[src/verilog/rld_pkg.sv]
// rld_pkg: constants and types for the register load datapath
package rld_pkg;

  // *****************************************************************
  // load kinds
  // *****************************************************************
  typedef enum logic [2:0] {
    RLD_LOAD_WORD      = 3'h0,
    RLD_ORD_BYTE       = 3'h1,
    RLD_ORD_HALF       = 3'h2,
    RLD_INT_BYTE       = 3'h3,
    RLD_INT_HALF       = 3'h4,
    RLD_LOAD_TWO_WORDS = 3'h5,
    RLD_LOAD_TRIPLE    = 3'h6,
    RLD_LOAD_QUAD      = 3'h7
  } rld_kind_e;

  // *****************************************************************
  // controller states
  // *****************************************************************
  typedef enum logic [1:0] {
    RLD_IDLE = 2'h0,
    RLD_REQ  = 2'h1,
    RLD_WAIT = 2'h2
  } rld_state_e;

  // *****************************************************************
  // fixed figures
  // *****************************************************************
  localparam logic [31:0] RLD_WORD_STEP = 32'h0000_0004;
  localparam logic [2:0] RLD_CNT_RST = 3'h0;
  localparam logic [31:0] RLD_DATA_RST = 32'h0000_0000;
  localparam logic [23:0] RLD_ONES_24 = 24'hFF_FFFF;
  localparam logic [15:0] RLD_ONES_16 = 16'hFFFF;

endpackage

[src/verilog/rld_extend.sv]
// rld_extend: widens a fetched word to a full register value
`timescale 1ns/1ps

module rld_extend (
  // load kind
  input wire rld_pkg::rld_kind_e kind,
  // raw memory word
  input wire logic [31:0] raw,
  // widened result
  output logic [31:0] value
);

  always_comb begin
    case (kind)
      rld_pkg::RLD_ORD_BYTE: begin
        value = {24'h00_0000, raw[7:0]};
      end
      rld_pkg::RLD_INT_BYTE: begin
        value = {(raw[7] ? rld_pkg::RLD_ONES_24 : 24'h00_0000),
                 raw[7:0]};
      end
      rld_pkg::RLD_ORD_HALF: begin
        value = {16'h0000, raw[15:0]};
      end
      rld_pkg::RLD_INT_HALF: begin
        value = {(raw[15] ? rld_pkg::RLD_ONES_16 : 16'h0000),
                 raw[15:0]};
      end
      default: begin
        value = raw;
      end
    endcase
  end

endmodule

[src/verilog/rld_load_unit.sv]
// rld_load_unit: sequences memory reads into the register file
`timescale 1ns/1ps

// How it works
// byte/half loads widen to 32 bits
// integer loads sign-extend, ordinal zero-extend
// word, long, triple, quad move 4/8/12/16 bytes
// dst names lowest register, words ascend
// caller supplies effective address of first byte
// issuer names even register for long loads
// issuer names multiple-of-four for triple/quad
// misaligned group results left undefined
// word load faults on address bits 1:0
// integer byte fills 31:8 from bit 7
// integer half fills 31:16 from bit 15
// half loads fault on address bit 0
// odd long destination raises invalid operand
// quad load faults on address bits 3:0
// multi-word reads step address by four
// ordinal half writes zeros to 31:16
module rld_load_unit #(
  parameter int REG_BITS = 5
) (
  // clock and reset
  input wire logic clk_sys,
  input wire logic rst_n,
  // command from the core
  input wire logic cmd_valid,
  input wire rld_pkg::rld_kind_e cmd_kind,
  input wire logic [31:0] cmd_addr,
  input wire logic [REG_BITS-1:0] cmd_dst,
  input wire logic unaligned_fault_en,
  output logic cmd_ready,
  // memory read port
  output logic mem_req,
  output logic [31:0] mem_addr,
  input wire logic mem_ack,
  input wire logic [31:0] mem_rdata,
  // register file write port
  output logic rf_we,
  output logic [REG_BITS-1:0] rf_waddr,
  output logic [31:0] rf_wdata,
  // completion and faults
  output logic done,
  output logic fault_unaligned,
  output logic fault_invalid_operand
);

  // *****************************************************************
  // state
  // *****************************************************************
  rld_pkg::rld_state_e state_q;
  rld_pkg::rld_kind_e kind_q;
  logic [31:0] addr_q;
  logic [REG_BITS-1:0] reg_q;
  logic [2:0] left_q;
  logic [31:0] ext_value;
  logic [2:0] words;
  logic misaligned;
  logic odd_long;
  logic take;
  logic word_ack;
  logic last_word;

  // *****************************************************************
  // command decode
  // *****************************************************************
  always_comb begin
    case (cmd_kind)
      rld_pkg::RLD_LOAD_TWO_WORDS: words = 3'h2;
      rld_pkg::RLD_LOAD_TRIPLE: words = 3'h3;
      rld_pkg::RLD_LOAD_QUAD: words = 3'h4;
      default: words = 3'h1;
    endcase
  end

  always_comb begin
    case (cmd_kind)
      rld_pkg::RLD_LOAD_WORD: misaligned = cmd_addr[1:0] != 2'h0;
      rld_pkg::RLD_ORD_HALF,
      rld_pkg::RLD_INT_HALF: misaligned = cmd_addr[0];
      rld_pkg::RLD_LOAD_TWO_WORDS: misaligned = cmd_addr[2:0] != 3'h0;
      rld_pkg::RLD_LOAD_QUAD: misaligned = cmd_addr[3:0] != 4'h0;
      default: misaligned = 1'b0;
    endcase
  end

  // group alignment of triple/quad is the issuer's duty; unchecked
  assign odd_long = (cmd_kind == rld_pkg::RLD_LOAD_TWO_WORDS)
                    && cmd_dst[0];

  rld_extend u_extend (
    .kind(kind_q),
    .raw(mem_rdata),
    .value(ext_value)
  );

  // *****************************************************************
  // sequencer
  // *****************************************************************
  // an odd long destination is refused here, so nothing is fetched
  assign take = (state_q == rld_pkg::RLD_IDLE) && cmd_valid
                && !odd_long;
  assign word_ack = (state_q == rld_pkg::RLD_WAIT) && mem_ack;
  assign last_word = left_q == 3'h1;

  always_ff @(posedge clk_sys or negedge rst_n) begin
    if (!rst_n) begin
      state_q <= rld_pkg::RLD_IDLE;
    end else begin
      case (state_q)
        rld_pkg::RLD_IDLE: begin
          if (take) begin
            state_q <= rld_pkg::RLD_REQ;
          end
        end
        rld_pkg::RLD_REQ: begin
          state_q <= rld_pkg::RLD_WAIT;
        end
        rld_pkg::RLD_WAIT: begin
          if (mem_ack && last_word) begin
            state_q <= rld_pkg::RLD_IDLE;
          end else if (mem_ack) begin
            state_q <= rld_pkg::RLD_REQ;
          end
        end
        default: begin
          state_q <= rld_pkg::RLD_IDLE;
        end
      endcase
    end
  end

  // load kind is held for the widener until the last word lands
  always_ff @(posedge clk_sys or negedge rst_n) begin
    if (!rst_n) begin
      kind_q <= rld_pkg::RLD_LOAD_WORD;
    end else if (take) begin
      kind_q <= cmd_kind;
    end
  end

  // word address steps by four after each answered read
  always_ff @(posedge clk_sys or negedge rst_n) begin
    if (!rst_n) begin
      addr_q <= rld_pkg::RLD_DATA_RST;
    end else if (take) begin
      addr_q <= cmd_addr;
    end else if (word_ack) begin
      addr_q <= addr_q + rld_pkg::RLD_WORD_STEP;
    end
  end

  // destination register climbs from the named base
  always_ff @(posedge clk_sys or negedge rst_n) begin
    if (!rst_n) begin
      reg_q <= '0;
    end else if (take) begin
      reg_q <= cmd_dst;
    end else if (word_ack) begin
      reg_q <= reg_q + REG_BITS'(1);
    end
  end

  // words still to fetch for the current load
  always_ff @(posedge clk_sys or negedge rst_n) begin
    if (!rst_n) begin
      left_q <= rld_pkg::RLD_CNT_RST;
    end else if (take) begin
      left_q <= words;
    end else if (word_ack) begin
      left_q <= left_q - 3'h1;
    end
  end

  // *****************************************************************
  // memory and register file ports
  // *****************************************************************
  always_ff @(posedge clk_sys or negedge rst_n) begin
    if (!rst_n) begin
      mem_req <= 1'b0;
      mem_addr <= rld_pkg::RLD_DATA_RST;
    end else begin
      mem_req <= (state_q == rld_pkg::RLD_REQ)
                 || (state_q == rld_pkg::RLD_WAIT && !mem_ack);
      if (state_q == rld_pkg::RLD_REQ) begin
        mem_addr <= addr_q;
      end
    end
  end

  always_ff @(posedge clk_sys or negedge rst_n) begin
    if (!rst_n) begin
      rf_we <= 1'b0;
      rf_waddr <= '0;
      rf_wdata <= rld_pkg::RLD_DATA_RST;
    end else begin
      rf_we <= (state_q == rld_pkg::RLD_WAIT) && mem_ack;
      if (state_q == rld_pkg::RLD_WAIT && mem_ack) begin
        rf_waddr <= reg_q;
        rf_wdata <= ext_value;
      end
    end
  end

  // *****************************************************************
  // completion and faults
  // *****************************************************************
  always_ff @(posedge clk_sys or negedge rst_n) begin
    if (!rst_n) begin
      cmd_ready <= 1'b0;
      done <= 1'b0;
      fault_unaligned <= 1'b0;
      fault_invalid_operand <= 1'b0;
    end else begin
      cmd_ready <= (state_q == rld_pkg::RLD_IDLE) && !cmd_valid;
      done <= (state_q == rld_pkg::RLD_WAIT) && mem_ack
              && (left_q == 3'h1);
      fault_invalid_operand <= (state_q == rld_pkg::RLD_IDLE)
                               && cmd_valid && odd_long;
      fault_unaligned <= (state_q == rld_pkg::RLD_IDLE) && cmd_valid
                         && !odd_long && misaligned
                         && unaligned_fault_en;
    end
  end

endmodule

[config.mk]
export PLATFORM = sky130hd
export DESIGN_NAME = rld_load_unit
export DESIGN_NICKNAME = d
export VERILOG_FILES = /design/src/verilog/rld_pkg.sv /design/src/verilog/rld_extend.sv /design/src/verilog/rld_load_unit.sv
export SDC_FILE = /design/constraint.sdc
export NUM_CORES = 1
export LEC_CHECK = 0
export BUFFER_PORTS_ARGS = -buffer_cell sky130_fd_sc_hd__buf_2
export CAP_MARGIN = 10
export CELL_PAD_IN_SITES_DETAIL_PLACEMENT = 1
export CELL_PAD_IN_SITES_GLOBAL_PLACEMENT = 2
export CORE_ASPECT_RATIO = 0.6
export CORE_MARGIN = 4
export CORE_UTILIZATION = 36
export CTS_BUF_LIST = sky130_fd_sc_hd__clkbuf_4
export CTS_CLUSTER_DIAMETER = 40
export CTS_CLUSTER_SIZE = 10
export DETAILED_ROUTE_END_ITERATION = 10
export PLACE_DENSITY = 0.86
export REMOVE_ABC_BUFFERS = 1
export SLEW_MARGIN = 20
export SYNTH_ARGS = -nofsm -noshare
export SYNTH_HDL_FRONTEND = slang
export SYNTH_HIERARCHICAL = 1
export SYNTH_SLANG_ARGS = --single-unit
export TNS_END_PERCENT = 50
[constraint.sdc]
create_clock -name clk_sys -period 4.9 [get_ports clk_sys]
set_input_delay 0.245 -clock clk_sys [delete_from_list [all_inputs] [get_ports clk_sys]]
set_output_delay 0.245 -clock clk_sys [all_outputs]
set_load 0.05 [all_outputs]
Yosys cells after proc, flatten, opt, wreduce, memory -nomap -nowiden
Cells that the tools add are included.

Register bits: 120. Word-level logic and storage cells: 69. Output and inout port bits: 75. Input bits: 77.

Eq/ne operators: 14. Reduce and logical (&&, ||, !) cells: 23. Muxes and demuxes: 15. Add/subtract/negate cells: 3.

Operators with widths (number): $pmux 32 s4 (1); $mux 32 (2); $add 32x3->32 const B (1); $mux 24 (1); $mux 16 (1); $eq 3x3->1 const B (5); $logic_and 1x1->1 (11); $mux 5 (2); $eq 3x2->1 const B (3); $pmux 3 s3 (1); $eq 3x1->1 const B (2); $mux 2 (3); $mux 3 (2); $pmux 2 s3 (1); $add 5x1->5 const B (1); $pmux 1 s4 (1); $reduce_bool 2->1 (2); $reduce_bool 4->1 (1); $logic_not 1->1 (3); $logic_not 3->1 (1); $ne 3x2->1 const B (1); $reduce_bool 3->1 (1); $sub 3x1->3 const B (1); $eq 2x1->1 const B (1); other kinds (6) (6).

Logic depth before layout (Yosys ltp)
Gate-level depths: netlist (run 1).

Word-level depth: 6. Depth in mapped cells: 7. Depth with buffers taken out: 6.

Modules after synthesis
The synthesis (run 1) kept the hierarchy.

Modules (own cells, without submodules): rld_load_unit (cells each 521, seq. area each 3002.9 um2, instances 1, area an instance 5311.3 um2); rld_extend (cells each 123, seq. area each 0.0 um2, instances 1, area an instance 728.2 um2).

Least setup slack after synthesis (run 1)
No wires, ideal clock.

Kind: register to register. Start: reg addr_q[2]. End: reg addr_q[24]. Arrival: 1.511 ns. Required time: 4.813 ns. Clock period less this slack: 1.597 ns. Stages on the path, launching flop included: 7. Path buffers: 0. Setup slack: 3.303 ns. Library setup time: 0.087 ns. Path through: dfrtp_1 > ha_1 > nand4_1 > nor3_2 > nand4_1 > or3_1 > o211ai_1.

Word-level cells in the longest chain between the ends: 3.

RTL lines: start: declaration (line rld_load_unit.sv:54) `logic [31:0] addr_q;`; start signal: assignment (line rld_load_unit.sv:146) `addr_q <= rld_pkg::RLD_DATA_RST;`; start signal: assignment (line rld_load_unit.sv:148) `addr_q <= cmd_addr;`; start signal: assignment (line rld_load_unit.sv:150) `addr_q <= addr_q + rld_pkg::RLD_WORD_STEP;`; $add 32x3->32 (line rld_load_unit.sv:150); $mux 32 (line rld_load_unit.sv:149) `end else if (word_ack) begin`; $mux 32 (line rld_load_unit.sv:147) `end else if (take) begin`.

Every way passes these cells. The select of a mux whose other input is x is not followed. A chain may end at the register's enable or synchronous reset.

Worst setup path after layout (run 1)
Start: reg state_q[1]. End: reg reg_q[3].

Word-level cells in the longest chain between the ends: 4. Elaborated cells on any way between the ends: 7. Those cells by class: 1 x eq/ne; 1 x mux; 5 x reduce/logical.

RTL lines: start: declaration (line rld_load_unit.sv:52) `rld_pkg::rld_state_e state_q;`; start signal: assignment (line rld_load_unit.sv:109) `state_q <= rld_pkg::RLD_IDLE;`; start signal: assignment (line rld_load_unit.sv:114) `state_q <= rld_pkg::RLD_REQ;`; start signal: assignment (line rld_load_unit.sv:118) `state_q <= rld_pkg::RLD_WAIT;`; $logic_not 2->1 (line rld_load_unit.sv:102) `assign take = (state_q == rld_pkg::RLD_IDLE) && cmd_valid`; $logic_and 1x1->1 (line rld_load_unit.sv:102); $logic_and 1x1->1 (line rld_load_unit.sv:103) `&& !odd_long;`; $mux 5 or $reduce_bool 2->1 (tied branches); end signal: assignment (line rld_load_unit.sv:159) `reg_q <= cmd_dst;`; end signal: assignment (line rld_load_unit.sv:161) `reg_q <= reg_q + REG_BITS'(1);`; end: declaration (line rld_load_unit.sv:55) `logic [REG_BITS-1:0] reg_q;`.

Parallel ways exist; a longest one is shown, timed or not.

==> flow_metrics.py, run 1 <==
metrics = {
    "cts": {
        "cts_tree": "done",
        "cts_root_buf": "clkbuf_4",
        "cts_buffers": 17,
        "cts.clk_slew.worst_paths_ns": 0.12,
        "clock_sinks": 120,
        "clk_latency_ns": 0.53,
        "cts_buffer_depth": 2,
        "cts_resized": 0,
        "cts.htree.levels": 4,
    },
    "place": {
        "hpwl_um": 12700,
        "routabilityCongestion": 0.770,
        "io_buffers": 151,
        "post-place-ws_ns": 2.03,
        "dpl_cell_area_um2": 6830,
    },
    "run_status": {
        "status": "complete, no violations",
    },
    "setup_path": {
        "critPathMaxStageDelay_ns": 0.82,
        "startpoint_type": "flip-flop",
        "cp-end-kind": "flip-flop",
        "crit_slowest_cell": "inv_2",
        "path_cells": "nand3b_4 -> inv_2 -> buf_4 -> nand2_1 -> a21oi_1 -> a211oi_1",
        "crit_type": "flip-flop to flip-flop",
        "worstPathRequired_ns": 5.29,
        "worst-path-max-fanout": 62,
        "critPathArrivalTime_ns": 3.26,
    },
    "layout": {
        "post-route-util_pct": 46.8,
        "layout.nets": 901,
        "stdcell_area_um2": 7640,
        "area_growth_pct": 26.6,
        "drive_gt1_share_pct": 28.0,
        "antenna_cells": 0,
    },
    "routing": {
        "dr.pass1.iters": 4,
        "via_count": 5363,
        "viasPerCell": 5.05,
        "wl_per_cell_um": 17.4,
        "drc": 0,
        "ant_nets": 0,
        "drt-total-wl_um": 18400,
        "drt_iter0_drc": 248,
    },
    "flow_run": {
        "cap_violations": 0,
    },
    "power": {
        "seq_power_share_pct": 35.2,
        "peakVddDrop_mv": 0.346,
        "p_comb_share_pct": 49.8,
        "power_density_nw_per_um2": 700,
        "p_sw_share_pct": 50.4,
        "leakagePower_nw": 3.80,
        "p_clk_share_pct": 15.0,
        "switching_power_mw": 2.70,
        "p_int_mw": 2.65,
    },
    "global_route": {
        "grt_max_degree": 79,
        "grt_antenna_before_repair": 0,
        "overflow": 0,
        "grt_pass1_wl_um": 30400,
        "grt_pass1_vias": 5700,
        "grt_use_total_pct": 20.1,
    },
    "sta": {
        "drv_slew": 0,
        "fin_ws_ns": 2.03,
        "min_period_ns": 2.87,
        "finalSetupViolCount": 0,
        "max_freq_mhz": 348,
        "setup_tns_ns": 0,
        "rsz0062_at_grt": "no",
        "fin_crit_sh_pct": 58.6,
        "tightest_slew_ns": 0.913,
        "hold_violations": 0,
        "skew_ns": 0.0255,
        "relSlewSlack_pct": 39.1,
    },
    "logic_synthesis": {
        "yosys_warnings": 6,
        "syn_area_per_cell_um2": 9.38,
        "syn_inst": 644,
        "synth_seq_cells": 120,
        "async_flop_share_pct": 100,
        "synth_edf_count": 0,
        "ys_types": 55,
        "yosysSeqAreaShare_pct": 49.7,
        "dominantRegCellSynth": "dfrtp_1",
        "synth.cell_area_um2": 6040,
    },
    "floorplanning": {
        "die_h_um": 108,
        "rows": 36,
        "fp.dieW_um": 175,
        "design.die.area_um2": 19000,
        "initial_core_util_pct": 36.9,
        "core_area_um2": 16400,
        "pin_count": 152,
    },
    "hold_path": {
        "hp-class": "input pin to flip-flop",
    },
}
-- critical path, delay by kind of cell, from the launching register on --
| family | cells | cell delay, ns |
|---|---|---|
| AO/OA/AOI/OAI | 2 | 0.23 |
| buffers and inverters | 2 | 1.21 |
| flip-flops | 1 | 0.53 |
| AND/OR/NAND/NOR | 2 | 0.75 |
-- stage by stage --
stage / cells / hold WS, ns / total power [mW]
finish: 1061 / 0.0661 / 5.35
global route: 1061 / 0.0203 / 5.73
CTS: 1061 / 0.00506 / 5.41
detailed placement: 980 / 0.450 / 4.56
global placement: 980 / 0.438 / 4.44
floorplan: 598 / -0.0506 / 3.77
-- logic make-up (layout without fill, tap and decap cells) --
| group | after synthesis | count (layout) | synth area share, % |
|---|---|---|---|
| AOI/OAI and AO/OA | 128 | 128 | 13.1 |
| xor gates and xnor gates | 16 | 16 | 2.32 |
| adders and majority gates | 4 | 4 | 0.829 |
| buffers and inverters | 54 | 243 | 5.05 |
| DFF | 120 | 120 | 49.7 |
| muxes | 30 | 30 | 5.59 |
| and+or+nand+nor | 292 | 292 | 23.4 |
-- sequential cells by signal, indices dropped and copies added (netlist names), 2 cells and up --
| register | count |
|---|---|
| addr_q | 32 |
| mem_addr | 32 |
| rf_wdata | 32 |
| reg_q | 5 |
| rf_waddr | 5 |
| kind_q | 3 |
| left_q | 3 |
| state_q | 2 |
-- path summary, 6_finish.rpt --
check | start | to | slack (ns) | cells past startpoint
max | state_q[1] | reg_q[3] | 2.03 | 6
min | mem_rdata[9] | rf_wdata[9] | 0.07 | 5
min in group asynchronous | rst_n | mem_addr[29] | 0.34 | 2
max reg2reg | state_q[1] | reg_q[3] | 2.03 | 6
max in group asynchronous | rst_n | reg_q[1] | 3.47 | 3
min reg2reg | rf_wdata[30] | rf_wdata[30] | 0.48 | 2
-- per-layer routing --
metal | global-route usage (%) | vias up | part of all wire (%)
li1 | - | 2557 | -
met1 | 29.0 | 2664 | 49
met2 | 30.8 | 129 | 45
met3 | 4.79 | 13 | 5.5
met4 | 4.37 | 0 | 0.84
met5 | 0 | - | 0
-- power by group through the flow --
stage	Combinational (mW)	Sequential, mW	Clock, mW
6_report	2.66	1.88	0.805
5_1_grt	2.89	1.96	0.883
4_1_cts	2.69	1.89	0.828
3_5_place_dp	2.65	1.90	0
3_3_place_gp	2.58	1.86	0
2_1_floorplan	0.998	2.78	0
-- what timing repair did --
| item | in CTS | in global routing |
|---|---|---|
| buffers inserted | 0 | 0 |
| hold buffers | 49 | 0 |
| hold endpoints to repair | 126 | 0 |
-- cells in the final DEF, fill, tap and decap left out, types with 18 or more instances in the layout --
cell           count
nand2b_1          18
mux2_2            30
nand2_1          192
a21oi_1           48
o21ai_0           35
buf_2            150
dlygate4sd3_1     49
dfrtp_1          119
nor2_1            19
clkbuf_4          18
-- layout make-up --
cell class / count / area [um2]
clock buffer: 18 / 135
clock inverter: 14 / 181
fill: 1945 / 8710
inverter: 8 / 30.0
multi-input combinational: 470 / 2730
sequential: 120 / 3000
tap: 228 / 285
timing repair buffer: 203 / 1270
-- cell usage after synthesis, drive strengths merged, types with 2 or more instances --
library cell	count	share of area [%]
nand2	193	12
dfrtp	120	50
a21oi	48	4.0
o21ai	35	2.9
buf	32	3.7
mux2	30	5.6
nand2b	19	2.0
nor2	19	1.2
a211o	16	2.3
nand3	15	1.7
clkbuf	14	0.87
nand4	13	1.3
xor2	12	1.7
o211ai	9	1.1
inv	7	0.44
and3	5	0.54
and4	5	0.73
nor3	5	0.50
and2	4	0.48
ha	4	0.83
xnor2	4	0.58
nand4b	3	0.44
a211oi	2	0.25
a221o	2	0.33
a22oi	2	0.25
a31oi	2	0.21
nand3b	2	0.66
nor3b	2	0.25
nor4	2	0.70
o221a	2	0.37
o311ai	2	0.29
or3	2	0.29
Power figures use the tool's default switching activity.
==> run 2: changes to the inputs <==
Settings changed: ABC_AREA set to 1, CORE_UTILIZATION 36 to 31, PLACE_DENSITY 0.86 to 0.8.
Clock period 4.9 ns to 2.7 ns, I/O delays scaled along.
==> flow_metrics.py, run 2 <==
metrics = {
    "run_status": {
        "status": "complete, no violations",
    },
    "setup_path": {
        "crit_slowest_cell": "dlygate4sd3_1",
        "cp-end-kind": "flip-flop",
        "critPathMaxStageDelay_ns": 0.57,
        "critPathArrivalTime_ns": 2.73,
        "startpoint_type": "flip-flop",
        "cp_top_family": "buffers and inverters",
        "crit_top_cell": "inv_2",
        "crit_type": "flip-flop to flip-flop",
        "crit_buf_inv": 5,
        "worstPathRequired_ns": 3.20,
        "path_cells": "inv_2 -> nand2_2 -> nor2_4 -> nand2_4 -> inv_2 -> buf_4 -> nand4_1 -> dlygate4sd3_1 -> inv_1",
        "worst-path-max-fanout": 27,
    },
    "logic_synthesis": {
        "yosys-top-cells-area": "dfrtp_1 49%, nand2_1 19%, nand3_1 5.6%, o21ai_0 4.1%, inv_1 3.7%",
        "dominantRegCellSynth": "dfrtp_1",
        "synth.cell_area_um2": 6150,
        "synth_edf_count": 0,
        "yosys.cell_count.top_type": "nand2_1",
        "yosysSeqAreaShare_pct": 48.8,
        "synth_commonest_cells": "315 x nand2_1, 120 x dfrtp_1, 69 x nand3_1",
        "syn_area_per_cell_um2": 7.82,
        "async_flop_share_pct": 100,
        "yosys_warnings": 6,
        "synth_top_cell_by_area": "dfrtp_1",
        "synth_seq_cells": 120,
        "syn_inst": 787,
        "ys_types": 38,
        "synth_top_area_share_pct": 48.8,
    },
    "layout": {
        "reg_top3": "addr_q: 32 flops, mem_addr: 32 flops, rf_wdata: 32 flops",
        "layout.nets": 1088,
        "drive_gt1_share_pct": 23.1,
        "most-common-layout-cells": "314 x nand2_1, 150 x buf_2, 120 x dfrtp_1",
        "layout_commonest_cell": "nand2_1",
        "stdcell_area_um2": 8100,
        "area_growth_pct": 31.6,
        "antenna_cells": 0,
    },
    "power": {
        "peakVddDrop_mv": 0.466,
        "leakagePower_nw": 4.25,
        "power_density_nw_per_um2": 1160,
    },
    "floorplanning": {
        "design.die.area_um2": 22200,
        "die_h_um": 117,
        "rows": 39,
        "core_area_um2": 19300,
        "fp.dieW_um": 190,
        "pin_count": 152,
        "initial_core_util_pct": 31.9,
    },
    "global_route": {
        "grt_use_total_pct": 19.6,
        "overflow": 0,
        "grt_antenna_before_repair": 0,
        "grt_pass1_wl_um": 34100,
        "grt_max_degree": 59,
        "grt_pass1_vias": 6244,
    },
    "hold_path": {
        "hp-class": "input pin to asynchronous set/reset pin",
    },
    "routing": {
        "dr.pass1.iters": 4,
        "viasPerCell": 4.54,
        "wl_per_cell_um": 16.0,
        "drt-total-wl_um": 20600,
        "via_count": 5844,
        "drt_iter0_drc": 347,
        "ant_nets": 0,
        "drc": 0,
    },
    "sta": {
        "fin_ws_ns": 0.469,
        "drv_slew": 0,
        "skew_ns": 0.0278,
        "rsz0062_at_grt": "no",
        "min_period_ns": 2.23,
        "relSlewSlack_pct": 38.0,
        "tightest_slew_ns": 0.928,
        "max_freq_mhz": 448,
        "finalSetupViolCount": 0,
        "hold_violations": 0,
        "fin_crit_sh_pct": 82.6,
    },
    "cts": {
        "postCtsSetupRepairBufs": 0,
        "cts_root_buf": "clkbuf_4",
        "cts_resized": 0,
        "cts.htree.levels": 4,
        "cts_buffer_depth": 2,
        "clk_latency_ns": 0.56,
        "cts_buffers": 17,
        "cts.clk_slew.worst_paths_ns": 0.11,
        "clock_sinks": 120,
        "cts_tree": "done",
        "cts_hold_buf": 78,
    },
    "place": {
        "post-place-ws_ns": 0.822,
        "dpl_cell_area_um2": 7070,
        "hpwl_um": 14200,
        "routabilityCongestion": 0.769,
        "io_buffers": 151,
    },
    "flow_run": {
        "cap_violations": 0,
    },
}
[run 2: cell count changes in the layout (fill, tap and decap cells not counted), sizes merged, moves of 6 or more]
| cell | delta |
|---|---|
| a21oi | -35 |
| mux2 | -24 |
| inv | +58 |
| nand3 | +55 |
| buf | +8 |
| nand2 | +134 |
| a211o | -16 |
| nand2b | -19 |
| nor2 | +37 |
| nand4 | -7 |
| dlygate4sd3 | +29 |
| xor2 | -6 |
| o21ai | +20 |
[run 2: path summary, 6_finish.rpt]
kind                              startpoint         endpoint  slack, ns  cells past startpoint
worst min register to register  rf_wdata[22]     rf_wdata[22]       0.48                      2
worst min-delay path                   rst_n      rf_wdata[9]       0.13                      2
worst max register to register    state_q[1]  fault_unaligned       0.47                      9
min in group clk_sys            mem_rdata[6]      rf_wdata[6]       0.31                      4
max in group asynchronous              rst_n     mem_addr[23]       1.82                      3
worst max-delay path              state_q[1]  fault_unaligned       0.47                      9
[run 2: layout make-up]
| type | instances | area [um2] |
|---|---|---|
| Clock buffer | 18 | 135 |
| Clock inverter | 14 | 114 |
| Fill cell | 2422 | 11200 |
| Inverter | 67 | 255 |
| Multi-Input combinational cell | 561 | 2630 |
| Sequential cell | 120 | 3000 |
| Tap cell | 266 | 333 |
| Timing Repair Buffer | 240 | 1630 |
[run 2: layer usage]
layer  share of wire, %  wire length [um]  global-route usage, %  vias to the layer above
li1                   -                 -                      -                     2923
met1                 52             10800                   28.9                     2789
met2                 42              8580                   29.5                      111
met3                4.9               999                   4.62                       21
met4                1.1               229                   4.43                        0
met5                  0                 0                      0                        -
[run 2: logic make-up after synthesis]
kind of cell	count (synthesis)	synth area share, %
AOI/OAI and AO/OA	79	6.89
adders and majority gates	4	0.813
DFF	120	48.8
xor gates and xnor gates	7	0.996
and+or+nand+nor	465	32.7
buffers and inverters	106	8.66
muxes	6	1.10
[run 2: where the power goes]
group          internal, mW  switching (mW)
combinational          1.31            3.64
sequential             2.58           0.625
clock                 0.532           0.712
total                  4.43            4.98
[run 2: worst reg2reg max path, delay by kind of cell, from the launching register on]
family                 cells  cell delay [ns]
and+or+nand+nor            4             0.57
buffers and inverters      5             1.21
DFF                        1             0.43
[run 2: through the flow]
step | cells | utilization [%] | hold slack [ns] | TNS (ns) | power (mW)
floorplan | 748 | - | -0.161 | -1.74 | 6.65
global placement | 1176 | 36.7 | 0.183 | 0 | 8.05
detailed placement | 1176 | 36.7 | 0.182 | 0 | 8.14
CTS | 1286 | 42.0 | 0.0992 | 0 | 9.52
global route | 1286 | 42.0 | 0.137 | 0 | 10.2
finish | 1286 | 42.0 | 0.128 | 0 | 9.41
